<file path="src/svcp_pkg.sv">
// Shared constants, types and register map of the servo command pulse I/O block.
package svcp_pkg;

    // ==========================================================================
    // Register map (byte addresses, one 32-bit word each)
    // ==========================================================================
    localparam int          ADDR_W            = 8;
    localparam int          DATA_W            = 32;
    localparam logic [7:0]  OFS_CTRL          = 8'h00;
    localparam logic [7:0]  OFS_INPOS_WINDOW  = 8'h04;
    localparam logic [7:0]  OFS_OVF_LIMIT     = 8'h08;
    localparam logic [7:0]  OFS_BRAKE_DELAY   = 8'h0C;
    localparam logic [7:0]  OFS_DEVIATION     = 8'h10;
    localparam logic [7:0]  OFS_STATE         = 8'h14;
    localparam logic [7:0]  OFS_IRQ_STATUS    = 8'h18;
    localparam logic [7:0]  OFS_IRQ_MASK      = 8'h1C;

    // ==========================================================================
    // Field positions
    // ==========================================================================
    localparam int          CTRL_FMT_LSB      = 0;
    localparam int          CTRL_FMT_W        = 3;
    localparam int          CTRL_TX_BIT       = 4;
    localparam int          ST_SERVO_ON_BIT   = 0;
    localparam int          ST_ALARM_BIT      = 1;
    localparam int          ST_INPOS_BIT      = 2;
    localparam int          ST_BRAKE_BIT      = 3;
    localparam int          ST_RX_BIT         = 4;
    localparam int          ST_CLEAR_BIT      = 5;
    localparam int          EV_ALARM          = 0;
    localparam int          EV_SHORT_CLEAR    = 1;
    localparam int          EV_RATE_HIGH      = 2;
    localparam int          EV_INDEX          = 3;
    localparam int          EV_INPOS_ENTER    = 4;
    localparam int          EV_W              = 5;

    // ==========================================================================
    // Reset values
    // ==========================================================================
    localparam logic [2:0]  RST_FORMAT        = 3'h0;
    localparam logic [31:0] RST_INPOS_WINDOW  = 32'h0000_000A;
    localparam logic [31:0] RST_OVF_LIMIT     = 32'h0001_0000;
    localparam logic [31:0] RST_BRAKE_DELAY   = 32'h0000_4E20;
    localparam logic [EV_W-1:0] RST_IRQ_MASK  = 5'h00;

    // ==========================================================================
    // Command pulse formats
    // ==========================================================================
    localparam logic [2:0]  FMT_PULSE_DIR     = 3'h0;
    localparam logic [2:0]  FMT_FWD_REV       = 3'h1;
    localparam logic [2:0]  FMT_QUAD_X1       = 3'h2;
    localparam logic [2:0]  FMT_QUAD_X2       = 3'h3;
    localparam logic [2:0]  FMT_QUAD_X4       = 3'h4;

    // ==========================================================================
    // Timing
    // ==========================================================================
    localparam int          CLK_MHZ           = 200;
    localparam int          MAX_RATE_KPPS     = 250;
    localparam int          CLEAR_MIN_US      = 20;
    // Least spacing of command pulses, rounded up to whole cycles.
    localparam int          RATE_MIN_CYC      = (CLK_MHZ * 1000 + MAX_RATE_KPPS - 1)
                                                / MAX_RATE_KPPS;
    localparam int          CLEAR_MIN_CYC     = CLEAR_MIN_US * CLK_MHZ;
    localparam int          TIMER_W           = 16;

    // ==========================================================================
    // Types
    // ==========================================================================
    typedef struct packed {
        logic a;
        logic b;
    } svcp_pair_type;

    typedef struct packed {
        logic step;
        logic fwd;
    } svcp_step_type;

    typedef enum logic [1:0] {
        SV_OFF,
        SV_RELEASE,
        SV_ON
    } svcp_servo_type;

endpackage : svcp_pkg

</file>
<file path="src/svcp_step_decode.sv">
// Decodes a two-line pulse input into single-cycle counting steps with direction.
`timescale 1ns/1ps
module svcp_step_decode
    import svcp_pkg::*;
(
    // Clock and reset
    input  wire logic          i_clk,
    input  wire logic          i_nrst,
    input  wire logic          i_ce,
    // Pulse lines and format
    input  wire svcp_pair_type i_pins,
    input  wire logic [2:0]    i_format,
    input  wire logic          i_block,
    // Decoded step
    output svcp_step_type      o_step
);

    svcp_pair_type prev_reg;
    logic          a_rise;
    logic          b_rise;
    logic          a_edge;
    logic          b_edge;
    svcp_step_type step_next;

    assign a_rise = i_pins.a & ~prev_reg.a;
    assign b_rise = i_pins.b & ~prev_reg.b;
    assign a_edge = i_pins.a ^ prev_reg.a;
    assign b_edge = i_pins.b ^ prev_reg.b;

    always_comb begin
        step_next = '0;
        case (i_format)
            FMT_PULSE_DIR: begin
                step_next = '{step: a_rise, fwd: i_pins.b};
            end
            FMT_FWD_REV: begin
                step_next = '{step: a_rise ^ b_rise, fwd: b_rise};
            end
            FMT_QUAD_X1: begin
                step_next = '{step: a_rise, fwd: ~i_pins.b};
            end
            FMT_QUAD_X2: begin
                step_next = '{step: a_edge, fwd: i_pins.a ^ i_pins.b};
            end
            FMT_QUAD_X4: begin
                if (a_edge && !b_edge) begin
                    step_next = '{step: 1'b1, fwd: i_pins.a ^ i_pins.b};
                end else if (b_edge && !a_edge) begin
                    step_next = '{step: 1'b1, fwd: ~(i_pins.a ^ i_pins.b)};
                end
            end
            default: begin
                step_next = '0;
            end
        endcase
        if (i_block) begin
            step_next = '0;
        end
    end

    always_ff @(posedge i_clk) begin
        if (!i_nrst) begin
            prev_reg <= '0;
            o_step   <= '0;
        end else if (i_ce) begin
            prev_reg <= i_pins;
            o_step   <= step_next;
        end
    end

endmodule : svcp_step_decode

</file>
<file path="src/svcp_top.sv">
// Servo command pulse I/O: pulse decoding, deviation counter and sequence outputs.
//
// Notes on behaviour
// - Command pulses up to 250 kpps are accepted; faster spacing is flagged.
// - Command lines decode as pulse/direction, forward/reverse, or quadrature.
// - Format 0 pulse/dir, 1 fwd/rev, 2/3/4 quadrature x1/x2/x4.
// - While deviation clear is high, pulses are ignored and deviation is zero.
// - Run input high with no latched alarm enters servo-on; removing it leaves servo-on.
// - Alarm reset input clears the latched alarm once no fault or over-limit condition is present.
// - Encoder index is repeated on the index output, one pulse per revolution.
// - Fault output is high in normal operation and low on alarm.
// - In-position output is high while deviation magnitude is within window.
// - Brake interlock output carries the holding brake timing.
// - Full-duplex serial receive and transmit lines are provided separately.
//
// Added by the designer: the plain strobed port and the register addresses.
`timescale 1ns/1ps
module svcp_top
    import svcp_pkg::*;
#(
    parameter int DEV_W = 24
)(
    // Clock, reset, enable
    input  wire logic              I_MCLK,
    input  wire logic              I_NRST,
    input  wire logic              I_CE,
    // Register port
    input  wire logic [ADDR_W-1:0] I_ADDR,
    input  wire logic [DATA_W-1:0] I_WDATA,
    input  wire logic              I_WR,
    input  wire logic              I_RD,
    output logic      [DATA_W-1:0] O_RDATA,
    output logic                   O_IRQ,
    // Command and sequence inputs
    input  wire logic              I_FEED_PULSE,
    input  wire logic              I_FORWARD_PULSE,
    input  wire logic              I_DEVIATION_CLEAR,
    input  wire logic              I_RUN,
    input  wire logic              I_ALARM_RESET,
    // Encoder and fault sources
    input  wire logic              I_ENC_A,
    input  wire logic              I_ENC_B,
    input  wire logic              I_ENC_INDEX,
    input  wire logic              I_FAULT_DETECT,
    // Sequence outputs
    output logic                   O_INDEX_PULSE_RETURN,
    output logic                   O_FAULT_OUT,
    output logic                   O_BRAKE_INTERLOCK,
    output logic                   O_IN_POSITION_OUT,
    output logic                   O_SERVO_ON,
    // Serial lines
    input  wire logic              I_SER_RX,
    output logic                   O_SER_TX
);

    // ==========================================================================
    // Register state
    // ==========================================================================
    logic [2:0]              format_reg;
    logic                    tx_level_reg;
    logic [DATA_W-1:0]       inpos_window_reg;
    logic [DATA_W-1:0]       ovf_limit_reg;
    logic [DATA_W-1:0]       brake_delay_reg;
    logic [EV_W-1:0]         irq_status_reg;
    logic [EV_W-1:0]         irq_mask_reg;
    logic [EV_W-1:0]         events;
    logic                    wr_en;
    logic                    rd_en;

    assign wr_en = I_WR & I_CE;
    assign rd_en = I_RD & I_CE;

    always_ff @(posedge I_MCLK) begin
        if (!I_NRST) begin
            format_reg       <= RST_FORMAT;
            tx_level_reg     <= 1'b1;
            inpos_window_reg <= RST_INPOS_WINDOW;
            ovf_limit_reg    <= RST_OVF_LIMIT;
            brake_delay_reg  <= RST_BRAKE_DELAY;
            irq_mask_reg     <= RST_IRQ_MASK;
        end else if (wr_en) begin
            case (I_ADDR)
                OFS_CTRL: begin
                    format_reg   <= I_WDATA[CTRL_FMT_LSB +: CTRL_FMT_W];
                    tx_level_reg <= I_WDATA[CTRL_TX_BIT];
                end
                OFS_INPOS_WINDOW: begin
                    inpos_window_reg <= I_WDATA;
                end
                OFS_OVF_LIMIT: begin
                    ovf_limit_reg <= I_WDATA;
                end
                OFS_BRAKE_DELAY: begin
                    brake_delay_reg <= I_WDATA;
                end
                OFS_IRQ_MASK: begin
                    irq_mask_reg <= I_WDATA[EV_W-1:0];
                end
                default: begin
                end
            endcase
        end
    end

    // ==========================================================================
    // Input capture
    // ==========================================================================
    logic clear_reg;
    logic index_reg;
    logic rx_reg;

    always_ff @(posedge I_MCLK) begin
        if (!I_NRST) begin
            clear_reg <= 1'b0;
            index_reg <= 1'b0;
            rx_reg    <= 1'b1;
        end else if (I_CE) begin
            clear_reg <= I_DEVIATION_CLEAR;
            index_reg <= I_ENC_INDEX;
            rx_reg    <= I_SER_RX;
        end
    end

    // ==========================================================================
    // Step decoders
    // ==========================================================================
    svcp_step_type cmd_step;
    svcp_step_type enc_step;

    svcp_step_decode u_cmd_decode (
        .i_clk    (I_MCLK),
        .i_nrst   (I_NRST),
        .i_ce     (I_CE),
        .i_pins   ('{a: I_FEED_PULSE, b: I_FORWARD_PULSE}),
        .i_format (format_reg),
        .i_block  (I_DEVIATION_CLEAR),
        .o_step   (cmd_step)
    );

    // Encoder feedback always counts at full quadrature resolution.
    svcp_step_decode u_enc_decode (
        .i_clk    (I_MCLK),
        .i_nrst   (I_NRST),
        .i_ce     (I_CE),
        .i_pins   ('{a: I_ENC_A, b: I_ENC_B}),
        .i_format (FMT_QUAD_X4),
        .i_block  (1'b0),
        .o_step   (enc_step)
    );

    // ==========================================================================
    // Deviation counter
    // ==========================================================================
    logic signed [DEV_W-1:0] deviation_reg;
    logic signed [DEV_W-1:0] deviation_next;
    logic        [DEV_W-1:0] dev_mag;
    logic                    inpos_now;
    logic                    over_limit;

    always_comb begin
        deviation_next = deviation_reg;
        if (cmd_step.step && !clear_reg) begin
            deviation_next = cmd_step.fwd ? deviation_next + DEV_W'(1)
                                          : deviation_next - DEV_W'(1);
        end
        if (enc_step.step) begin
            deviation_next = enc_step.fwd ? deviation_next - DEV_W'(1)
                                          : deviation_next + DEV_W'(1);
        end
        if (clear_reg || I_DEVIATION_CLEAR) begin
            deviation_next = '0;
        end
    end

    always_ff @(posedge I_MCLK) begin
        if (!I_NRST) begin
            deviation_reg <= '0;
        end else if (I_CE) begin
            deviation_reg <= deviation_next;
        end
    end

    assign dev_mag    = deviation_reg[DEV_W-1] ? DEV_W'(-deviation_reg)
                                               : DEV_W'(deviation_reg);
    assign inpos_now  = {{(DATA_W-DEV_W){1'b0}}, dev_mag} <= inpos_window_reg;
    assign over_limit = {{(DATA_W-DEV_W){1'b0}}, dev_mag} > ovf_limit_reg;

    // ==========================================================================
    // Command rate and clear length checks
    // ==========================================================================
    logic [TIMER_W-1:0] gap_cnt_reg;
    logic [TIMER_W-1:0] clear_cnt_reg;
    logic               rate_high;
    logic               short_clear;

    assign rate_high   = cmd_step.step && !clear_reg
                         && (gap_cnt_reg < TIMER_W'(RATE_MIN_CYC));
    assign short_clear = clear_reg && !I_DEVIATION_CLEAR
                         && (clear_cnt_reg < TIMER_W'(CLEAR_MIN_CYC));

    // The gap counter starts saturated so the first pulse after reset is never flagged.
    always_ff @(posedge I_MCLK) begin
        if (!I_NRST) begin
            gap_cnt_reg <= '1;
        end else if (I_CE) begin
            if (cmd_step.step) begin
                gap_cnt_reg <= TIMER_W'(1);
            end else if (gap_cnt_reg != '1) begin
                gap_cnt_reg <= gap_cnt_reg + TIMER_W'(1);
            end
        end
    end

    always_ff @(posedge I_MCLK) begin
        if (!I_NRST) begin
            clear_cnt_reg <= '0;
        end else if (I_CE) begin
            if (!I_DEVIATION_CLEAR) begin
                clear_cnt_reg <= '0;
            end else if (clear_cnt_reg != '1) begin
                clear_cnt_reg <= clear_cnt_reg + TIMER_W'(1);
            end
        end
    end

    // ==========================================================================
    // Alarm latch
    // ==========================================================================
    logic alarm_reg;
    logic alarm_cond;

    assign alarm_cond = I_FAULT_DETECT | over_limit;

    // A live fault wins over the reset input, so the alarm cannot be reset away.
    always_ff @(posedge I_MCLK) begin
        if (!I_NRST) begin
            alarm_reg <= 1'b0;
        end else if (I_CE) begin
            if (alarm_cond) begin
                alarm_reg <= 1'b1;
            end else if (I_ALARM_RESET) begin
                alarm_reg <= 1'b0;
            end
        end
    end

    // ==========================================================================
    // Servo and brake sequence
    // ==========================================================================
    svcp_servo_type     servo_reg;
    logic [DATA_W-1:0]  brake_cnt_reg;
    logic               run_ok;

    assign run_ok = I_RUN & ~alarm_reg;

    // Power comes on first; the brake is released only after the delay so the
    // motor holds torque before the load is let go.
    always_ff @(posedge I_MCLK) begin
        if (!I_NRST) begin
            servo_reg     <= SV_OFF;
            brake_cnt_reg <= '0;
        end else if (I_CE) begin
            case (servo_reg)
                SV_OFF: begin
                    brake_cnt_reg <= '0;
                    if (run_ok) begin
                        servo_reg <= SV_RELEASE;
                    end
                end
                SV_RELEASE: begin
                    brake_cnt_reg <= brake_cnt_reg + DATA_W'(1);
                    if (!run_ok) begin
                        servo_reg <= SV_OFF;
                    end else if (brake_cnt_reg >= brake_delay_reg) begin
                        servo_reg <= SV_ON;
                    end
                end
                SV_ON: begin
                    if (!run_ok) begin
                        servo_reg <= SV_OFF;
                    end
                end
                default: begin
                    servo_reg <= SV_OFF;
                end
            endcase
        end
    end

    // ==========================================================================
    // Pin outputs
    // ==========================================================================
    logic inpos_reg;

    always_ff @(posedge I_MCLK) begin
        if (!I_NRST) begin
            O_INDEX_PULSE_RETURN <= 1'b0;
            O_FAULT_OUT          <= 1'b1;
            O_BRAKE_INTERLOCK    <= 1'b0;
            O_IN_POSITION_OUT    <= 1'b0;
            O_SERVO_ON           <= 1'b0;
            O_SER_TX             <= 1'b1;
            inpos_reg            <= 1'b0;
        end else if (I_CE) begin
            O_INDEX_PULSE_RETURN <= index_reg;
            O_FAULT_OUT          <= ~(alarm_reg | alarm_cond);
            O_BRAKE_INTERLOCK    <= (servo_reg == SV_ON) && run_ok;
            O_IN_POSITION_OUT    <= inpos_now;
            O_SERVO_ON           <= (servo_reg != SV_OFF) && run_ok;
            O_SER_TX             <= tx_level_reg;
            inpos_reg            <= inpos_now;
        end
    end

    // ==========================================================================
    // Interrupts
    // ==========================================================================
    always_comb begin
        events                 = '0;
        events[EV_ALARM]       = alarm_cond & ~alarm_reg;
        events[EV_SHORT_CLEAR] = short_clear;
        events[EV_RATE_HIGH]   = rate_high;
        events[EV_INDEX]       = index_reg & ~O_INDEX_PULSE_RETURN;
        events[EV_INPOS_ENTER] = inpos_now & ~inpos_reg;
    end

    // A new event in the same cycle as its write-one-to-clear keeps the bit set.
    always_ff @(posedge I_MCLK) begin
        if (!I_NRST) begin
            irq_status_reg <= '0;
        end else if (I_CE) begin
            if (wr_en && I_ADDR == OFS_IRQ_STATUS) begin
                irq_status_reg <= (irq_status_reg & ~I_WDATA[EV_W-1:0]) | events;
            end else begin
                irq_status_reg <= irq_status_reg | events;
            end
        end
    end

    always_ff @(posedge I_MCLK) begin
        if (!I_NRST) begin
            O_IRQ <= 1'b0;
        end else if (I_CE) begin
            O_IRQ <= |(irq_status_reg & irq_mask_reg);
        end
    end

    // ==========================================================================
    // Read port
    // ==========================================================================
    logic [DATA_W-1:0] rdata_next;

    always_comb begin
        rdata_next = '0;
        case (I_ADDR)
            OFS_CTRL: begin
                rdata_next[CTRL_FMT_LSB +: CTRL_FMT_W] = format_reg;
                rdata_next[CTRL_TX_BIT]                = tx_level_reg;
            end
            OFS_INPOS_WINDOW: begin
                rdata_next = inpos_window_reg;
            end
            OFS_OVF_LIMIT: begin
                rdata_next = ovf_limit_reg;
            end
            OFS_BRAKE_DELAY: begin
                rdata_next = brake_delay_reg;
            end
            OFS_DEVIATION: begin
                rdata_next = {{(DATA_W-DEV_W){deviation_reg[DEV_W-1]}}, deviation_reg};
            end
            OFS_STATE: begin
                rdata_next[ST_SERVO_ON_BIT] = O_SERVO_ON;
                rdata_next[ST_ALARM_BIT]    = alarm_reg;
                rdata_next[ST_INPOS_BIT]    = O_IN_POSITION_OUT;
                rdata_next[ST_BRAKE_BIT]    = O_BRAKE_INTERLOCK;
                rdata_next[ST_RX_BIT]       = rx_reg;
                rdata_next[ST_CLEAR_BIT]    = clear_reg;
            end
            OFS_IRQ_STATUS: begin
                rdata_next[EV_W-1:0] = irq_status_reg;
            end
            OFS_IRQ_MASK: begin
                rdata_next[EV_W-1:0] = irq_mask_reg;
            end
            default: begin
                rdata_next = '0;
            end
        endcase
    end

    // Read data stand for exactly the one cycle after the strobe.
    always_ff @(posedge I_MCLK) begin
        if (!I_NRST) begin
            O_RDATA <= '0;
        end else if (I_CE) begin
            O_RDATA <= rd_en ? rdata_next : '0;
        end
    end

endmodule : svcp_top

</file>
<file path="config.mk">
export PLATFORM = sky130hd
export DESIGN_NAME = svcp_top
export DESIGN_NICKNAME = d
export VERILOG_FILES = /design/src/svcp_pkg.sv /design/src/svcp_step_decode.sv /design/src/svcp_top.sv
export SDC_FILE = /design/constraint.sdc
export NUM_CORES = 1
export LEC_CHECK = 0
export BUFFER_PORTS_ARGS = -buffer_cell sky130_fd_sc_hd__buf_2
export CAP_MARGIN = 30
export CORE_MARGIN = 1
export CORE_UTILIZATION = 25
export CTS_CLUSTER_SIZE = 30
export DETAILED_ROUTE_END_ITERATION = 8
export GPL_ROUTABILITY_DRIVEN = 0
export HOLD_SLACK_MARGIN = 0.15
export PLACE_DENSITY = 0.4
export SETUP_SLACK_MARGIN = 0.1
export SLEW_MARGIN = 20
export SYNTH_ARGS = -nofsm -noshare
export SYNTH_HDL_FRONTEND = slang
export SYNTH_SLANG_ARGS = --single-unit
</file>
<file path="constraint.sdc">
create_clock -name I_MCLK -period 6.7 [get_ports I_MCLK]
set_input_delay 1.34 -clock I_MCLK [delete_from_list [all_inputs] [get_ports I_MCLK]]
set_output_delay 1.34 -clock I_MCLK [all_outputs]
set_load 0.02 [all_outputs]
</file>
Yosys cells after proc, flatten, opt, wreduce, memory -nomap -nowiden
Index checks and enable logic that the tools add are counted.

Bits in registers: 251. Bits of input ports: 55. Output and inout port bits: 39.

Add/sub/neg operators: 8. Magnitude comparators: 5. Equality and inequality tests: 19. Multiplexer cells: 31. Bitwise logic cells: 31. Reduce and logical (&&, ||, !) cells: 36.

Operator list (count): 2-to-1 mux 24 bit (6); case mux 26 bit (4 select lines) (1); 2-to-1 mux 16 bit (4); case mux 32 bit (2 select lines) (1); adder 24 x 2 -> 24 bit (second input constant) (2); subtractor 24 x 2 -> 24 bit (second input constant) (2); adder 16 x 1 -> 16 bit (second input constant) (2); adder 32 x 1 -> 32 bit (second input constant) (1); == test 8 x 5 -> 1 bit (second input constant) (4); >= comparator 32 bit (1); > comparator 24 x 32 -> 1 bit (1); less-or-equal comparator 24 x 32 -> 1 bit (1); 2-to-1 mux 32 bit (1); != test 16 bit (second input constant) (2); negator 24 bit (1); case mux 3 bit (8 select lines) (1); 2-to-1 mux 2 bit (9); AND reduction 2 bit (9); == test 8 x 4 -> 1 bit (second input constant) (2); < comparator 16 x 10 -> 1 bit (second input constant) (1); < comparator 16 x 12 -> 1 bit (second input constant) (1); logical AND 1 bit (11); bitwise AND 5 bit (2); OR 5 bit (2); 29 further kinds (62).

Logic depth before layout (Yosys ltp)
Word-level depth: 7. Gate-level depth with buffers: 24.

Modules after synthesis
Synthesis repeated with hierarchy kept, for this count alone.

Cells, all modules: 2051. Area total of the unflattened synthesis: 15795.1 um^2.

Modules (own cells, without submodules): svcp_top (instances 1, cells each 1971, area an instance 15102.0 um^2); svcp_step_decode (instances 2, cells each 40, area an instance 346.6 um^2).

Worst setup path after synthesis
No wires, ideal clock.

Kind: reg2reg. Start: reg u_cmd_decode.o_step[0] (netlist name). End: reg deviation_reg[21]. Library setup time: 0.116 ns. Data arrival time: 4.770 ns. Path slack: 1.814 ns. Stages on the path, launching flop included: 24. Path buffers: 0. Period minus slack after synthesis: 4.886 ns. Path through: dfxtp_1 -> inv_1 -> ha_1 -> a21o_1 -> a21oi_2 -> o21bai_1 -> a2111o_1 -> and3_1 -> or2_0 -> o41a_1 -> xnor2_1 -> o21ai_0 -> ha_1 -> a21oi_1 -> nor2b_1 -> o21ai_0 -> nand2b_1 -> a21oi_1 -> o21ai_0 -> a21oi_1 -> o21bai_1 -> a21oi_1 -> xnor2_1 -> a31o_2.

Word-level cells in the longest chain between the ends: 6. Elaborated cells on any way between the ends: 7. Those cells by class: add/sub (2); mux (5).

RTL lines: start: declaration (RTL line svcp_step_decode.sv:15) `output svcp_step_type o_step`; start signal: assignment (RTL line svcp_step_decode.sv:67) `o_step <= step_next;`; 2-to-1 mux 24 bit * (RTL line svcp_top.sv:163) `deviation_next = cmd_step.fwd ? deviation_next + DEV_W'(1)`; 2-to-1 mux 24 bit * (RTL line svcp_top.sv:162) `if (cmd_step.step && !clear_reg) begin`; adder 24 x 2 -> 24 bit or subtractor 24 x 2 -> 24 bit (tied branches) (RTL line svcp_top.sv:168, svcp_top.sv:167); 2-to-1 mux 24 bit (RTL line svcp_top.sv:167) `deviation_next = enc_step.fwd ? deviation_next - DEV_W'(1)`; 2-to-1 mux 24 bit * (RTL line svcp_top.sv:166) `if (enc_step.step) begin`; 2-to-1 mux 24 bit * (RTL line svcp_top.sv:170) `if (clear_reg || I_DEVIATION_CLEAR) begin`; end signal: assignment (RTL line svcp_top.sv:179) `deviation_reg <= deviation_next;`; end: declaration (RTL line svcp_top.sv:154) `logic signed [DEV_W-1:0] deviation_reg;`.

Mark *: on every way between the ends. The rest lies on a longest branch, timed or not. A chain may end at the register's enable or synchronous reset.

Final worst setup path
Ends and elaborated chain as after synthesis.

==> results.json <==
{
  "antenna_left": 0,
  "syn-cell-area_mm2": 0.0160,
  "io_pins": 94,
  "design_area_mm2": 0.0186,
  "path_class": "register to register",
  "p_per_area_mw_per_mm2": 225,
  "postSynthAreaPerCell_um2": 7.95,
  "synth_edf_count": 0,
  "clock_latency_ns": 0.56,
  "r2r_end": "deviation_reg[21]",
  "grt_max_degree": 76,
  "hp-class": "register to register",
  "ys_ff_latch": 251,
  "grt_pass1_wl_um": 82500,
  "root_buffer": "clkbuf_16",
  "setup_viol": 0,
  "finClkSkew_ns": 0.0284,
  "row_count": 92,
  "first_pass_iters": 5,
  "drive_gt1_frac": 0.0928,
  "endpoint_kind": "register",
  "grt_pass1_vias": 14101,
  "antenna_found_initial": 0,
  "grt_usage": 0.164,
  "min-delay-start": "ovf_limit_reg[2]",
  "required_ns": 7.13,
  "post-route-min-period_ns": 5.35,
  "rsz0062_at_grt": "false",
  "ir_drop_mv": 0.155,
  "htreeDepth": 2,
  "hold_depth": 2,
  "clk_pin_slew_ns": 0.06,
  "area_growth_pct": 16.1,
  "yosys_most_used_dff": "dfxtp_1",
  "dieArea_mm2": 0.0650,
  "antenna-diode-count": 0,
  "worst_pin_slew_ns": 0.912,
  "postCtsHoldBufs": 0,
  "die_h_um": 255,
  "r2r_slack_ns": 1.35,
  "vias": 14296,
  "clock-sinks": 251,
  "drt_wl_total_um": 53000,
  "timing.final.crit_share": 0.798,
  "cts_tree": "yes",
  "ff2ff_path_depth": 21,
  "post_cts_resized": 0,
  "yosys_warnings": 0,
  "yosysUniqueCellTypes": 70,
  "tns_ns": 0,
  "drt-initial-drc-count": 848,
  "final_nets": 2260,
  "multi_input_area_mm2": 0.0102,
  "slew_headroom": 0.387,
  "leakage_nw": 7.19,
  "netlist_instances": 2011,
  "core_area_mm2": 0.0632,
  "numCtsBuffers": 34,
  "dp_hpwl_um": 38100,
  "fill_cells": 6765,
  "drv_slew": 0,
  "fmax_ghz": 0.187,
  "max_cap_viol_count": 0,
  "post_cts_buffers": 0,
  "final-seq-area_mm2": 0.00502,
  "min_to": "ovf_limit_reg[2]",
  "critical_path_arrival_ns": 5.78,
  "path_max_fanout": 4,
  "io_buffer_count": 93,
  "synthArstFlopShare": 0,
  "r2r_start": "u_cmd_decode.o_step[0]",
  "placed_cell_area_mm2": 0.0174,
  "start_util": 0.253,
  "grt-ovfl-total": 0,
  "run_status": "finished clean",
  "wl_per_cell_um": 18.0,
  "start_kind": "register",
  "dieWidth_um": 255,
  "drc": 0,
  "syn_nets": 2204,
  "cts_buffer_depth": 3,
  "vias_per_cell": 4.87,
  "finalHoldViolCount": 0,
  "synth_seq_area_share": 0.314
}
-- metal layers --
| layer | track usage | wire length [um] |
|---|---|---|
| met1 | 0.232 | 26200 |
| met2 | 0.259 | 23400 |
| met3 | 0.0242 | 2400 |
| met4 | 0.0414 | 985 |
| met5 | 0 | 0 |
-- where the power goes --
group | switching [mW] | internal (mW) | leakage [nW]
logic | 0.393 | 0.274 | 4.60
registers | 0.0649 | 1.55 | 2.03
clock network | 0.744 | 1.15 | 0.568
-- synth_stat cells (23+ instances only) --
cell | n | area [um^2]
a21oi_1 | 97 | 485
nand4_1 | 33 | 206
nor2_1 | 81 | 304
o21ai_0 | 100 | 500
o21a_1 | 40 | 300
nand3_1 | 35 | 175
dfxtp_1 | 251 | 5020
nor3_1 | 25 | 125
nand2b_1 | 27 | 169
nor2b_1 | 64 | 400
clkbuf_1 | 93 | 349
or3_1 | 23 | 144
mux2i_1 | 32 | 320
a21boi_0 | 101 | 758
inv_1 | 116 | 435
xnor2_1 | 55 | 482
and2_1 | 25 | 156
a22oi_1 | 48 | 360
nand2_1 | 338 | 1270
xor2_1 | 52 | 455
o211ai_1 | 24 | 180
ha_1 | 136 | 1700
a21o_1 | 50 | 375
-- how the worst max path moves through the flow --
stage	from	endpoint	slack [ns]	cells past startpoint
4_1_cts	u_cmd_decode.o_step[0]	deviation_reg[21]	0.95	23
2_1_floorplan	u_cmd_decode.o_step[0]	deviation_reg[21]	1.81	23
5_1_grt	u_cmd_decode.o_step[0]	deviation_reg[23]	0.87	21
6_report	u_cmd_decode.o_step[0]	deviation_reg[21]	1.35	21
3_5_place_dp	u_cmd_decode.o_step[0]	deviation_reg[21]	1.01	23
3_3_place_gp	u_cmd_decode.o_step[0]	deviation_reg[21]	1.07	21
-- area by class of cell --
cell class / instances / area share
flip-flops and latches: 251 / 0.270
well taps: 846 / 0.0570
multi-input cells: 1545 / 0.548
repair buffers: 119 / 0.0381
inverters: 116 / 0.0234
clock buffers: 47 / 0.0533
clock inverters: 13 / 0.00923
-- cell usage in the layout (no fill, tap or decap), types with 52 or more instances in the layout --
cell type and count:
xor2_1 52, buf_2 91, nand2_1 338, o21ai_0 99, nor2b_1 63, ha_1 136, a21oi_1 97, a21boi_0 101
dfxtp_1 251, inv_1 116, xnor2_1 55, nor2_1 79
-- critical path: stages, from the launching register on --
cell       delay (ns)
dfxtp_1          0.34
inv_1            0.13
fa_1             0.48
a21o_1           0.21
a21oi_2          0.17
o21bai_1         0.11
a2111o_1         0.46
a41oi_1          0.25
xor2_1           0.09
o21ai_0          0.23
ha_1             0.33
a21oi_1          0.19
nand2_1          0.09
a2111oi_0        0.41
a21oi_1          0.21
a31oi_1          0.49
o21ai_0          0.18
a21oi_1          0.27
o21bai_1         0.09
a21oi_1          0.17
xnor2_1          0.08
a31o_2           0.24
-- metrics by stage --
step,instances,hold WS (ns),util,total power [mW],worst slack [ns]
6_report,2937,0.479,0.294,4.18,1.35
3_3_place_gp,2872,0.458,0.274,2.30,1.07
4_1_cts,2934,0.472,0.293,4.24,0.953
2_1_floorplan,2011,0.441,-,2.12,1.81
5_1_grt,2937,0.508,0.294,4.39,0.867
3_5_place_dp,2874,0.464,0.275,2.31,1.01
-- kinds of logic after synthesis --
logic type      synth area share
compound gates             0.236
xor+xnor                  0.0586
fa+ha+maj                  0.109
buf+inv                   0.0510
flops                      0.314
mux                       0.0250
simple gates               0.207
Note: power is estimated with default switching activity, not from simulation.
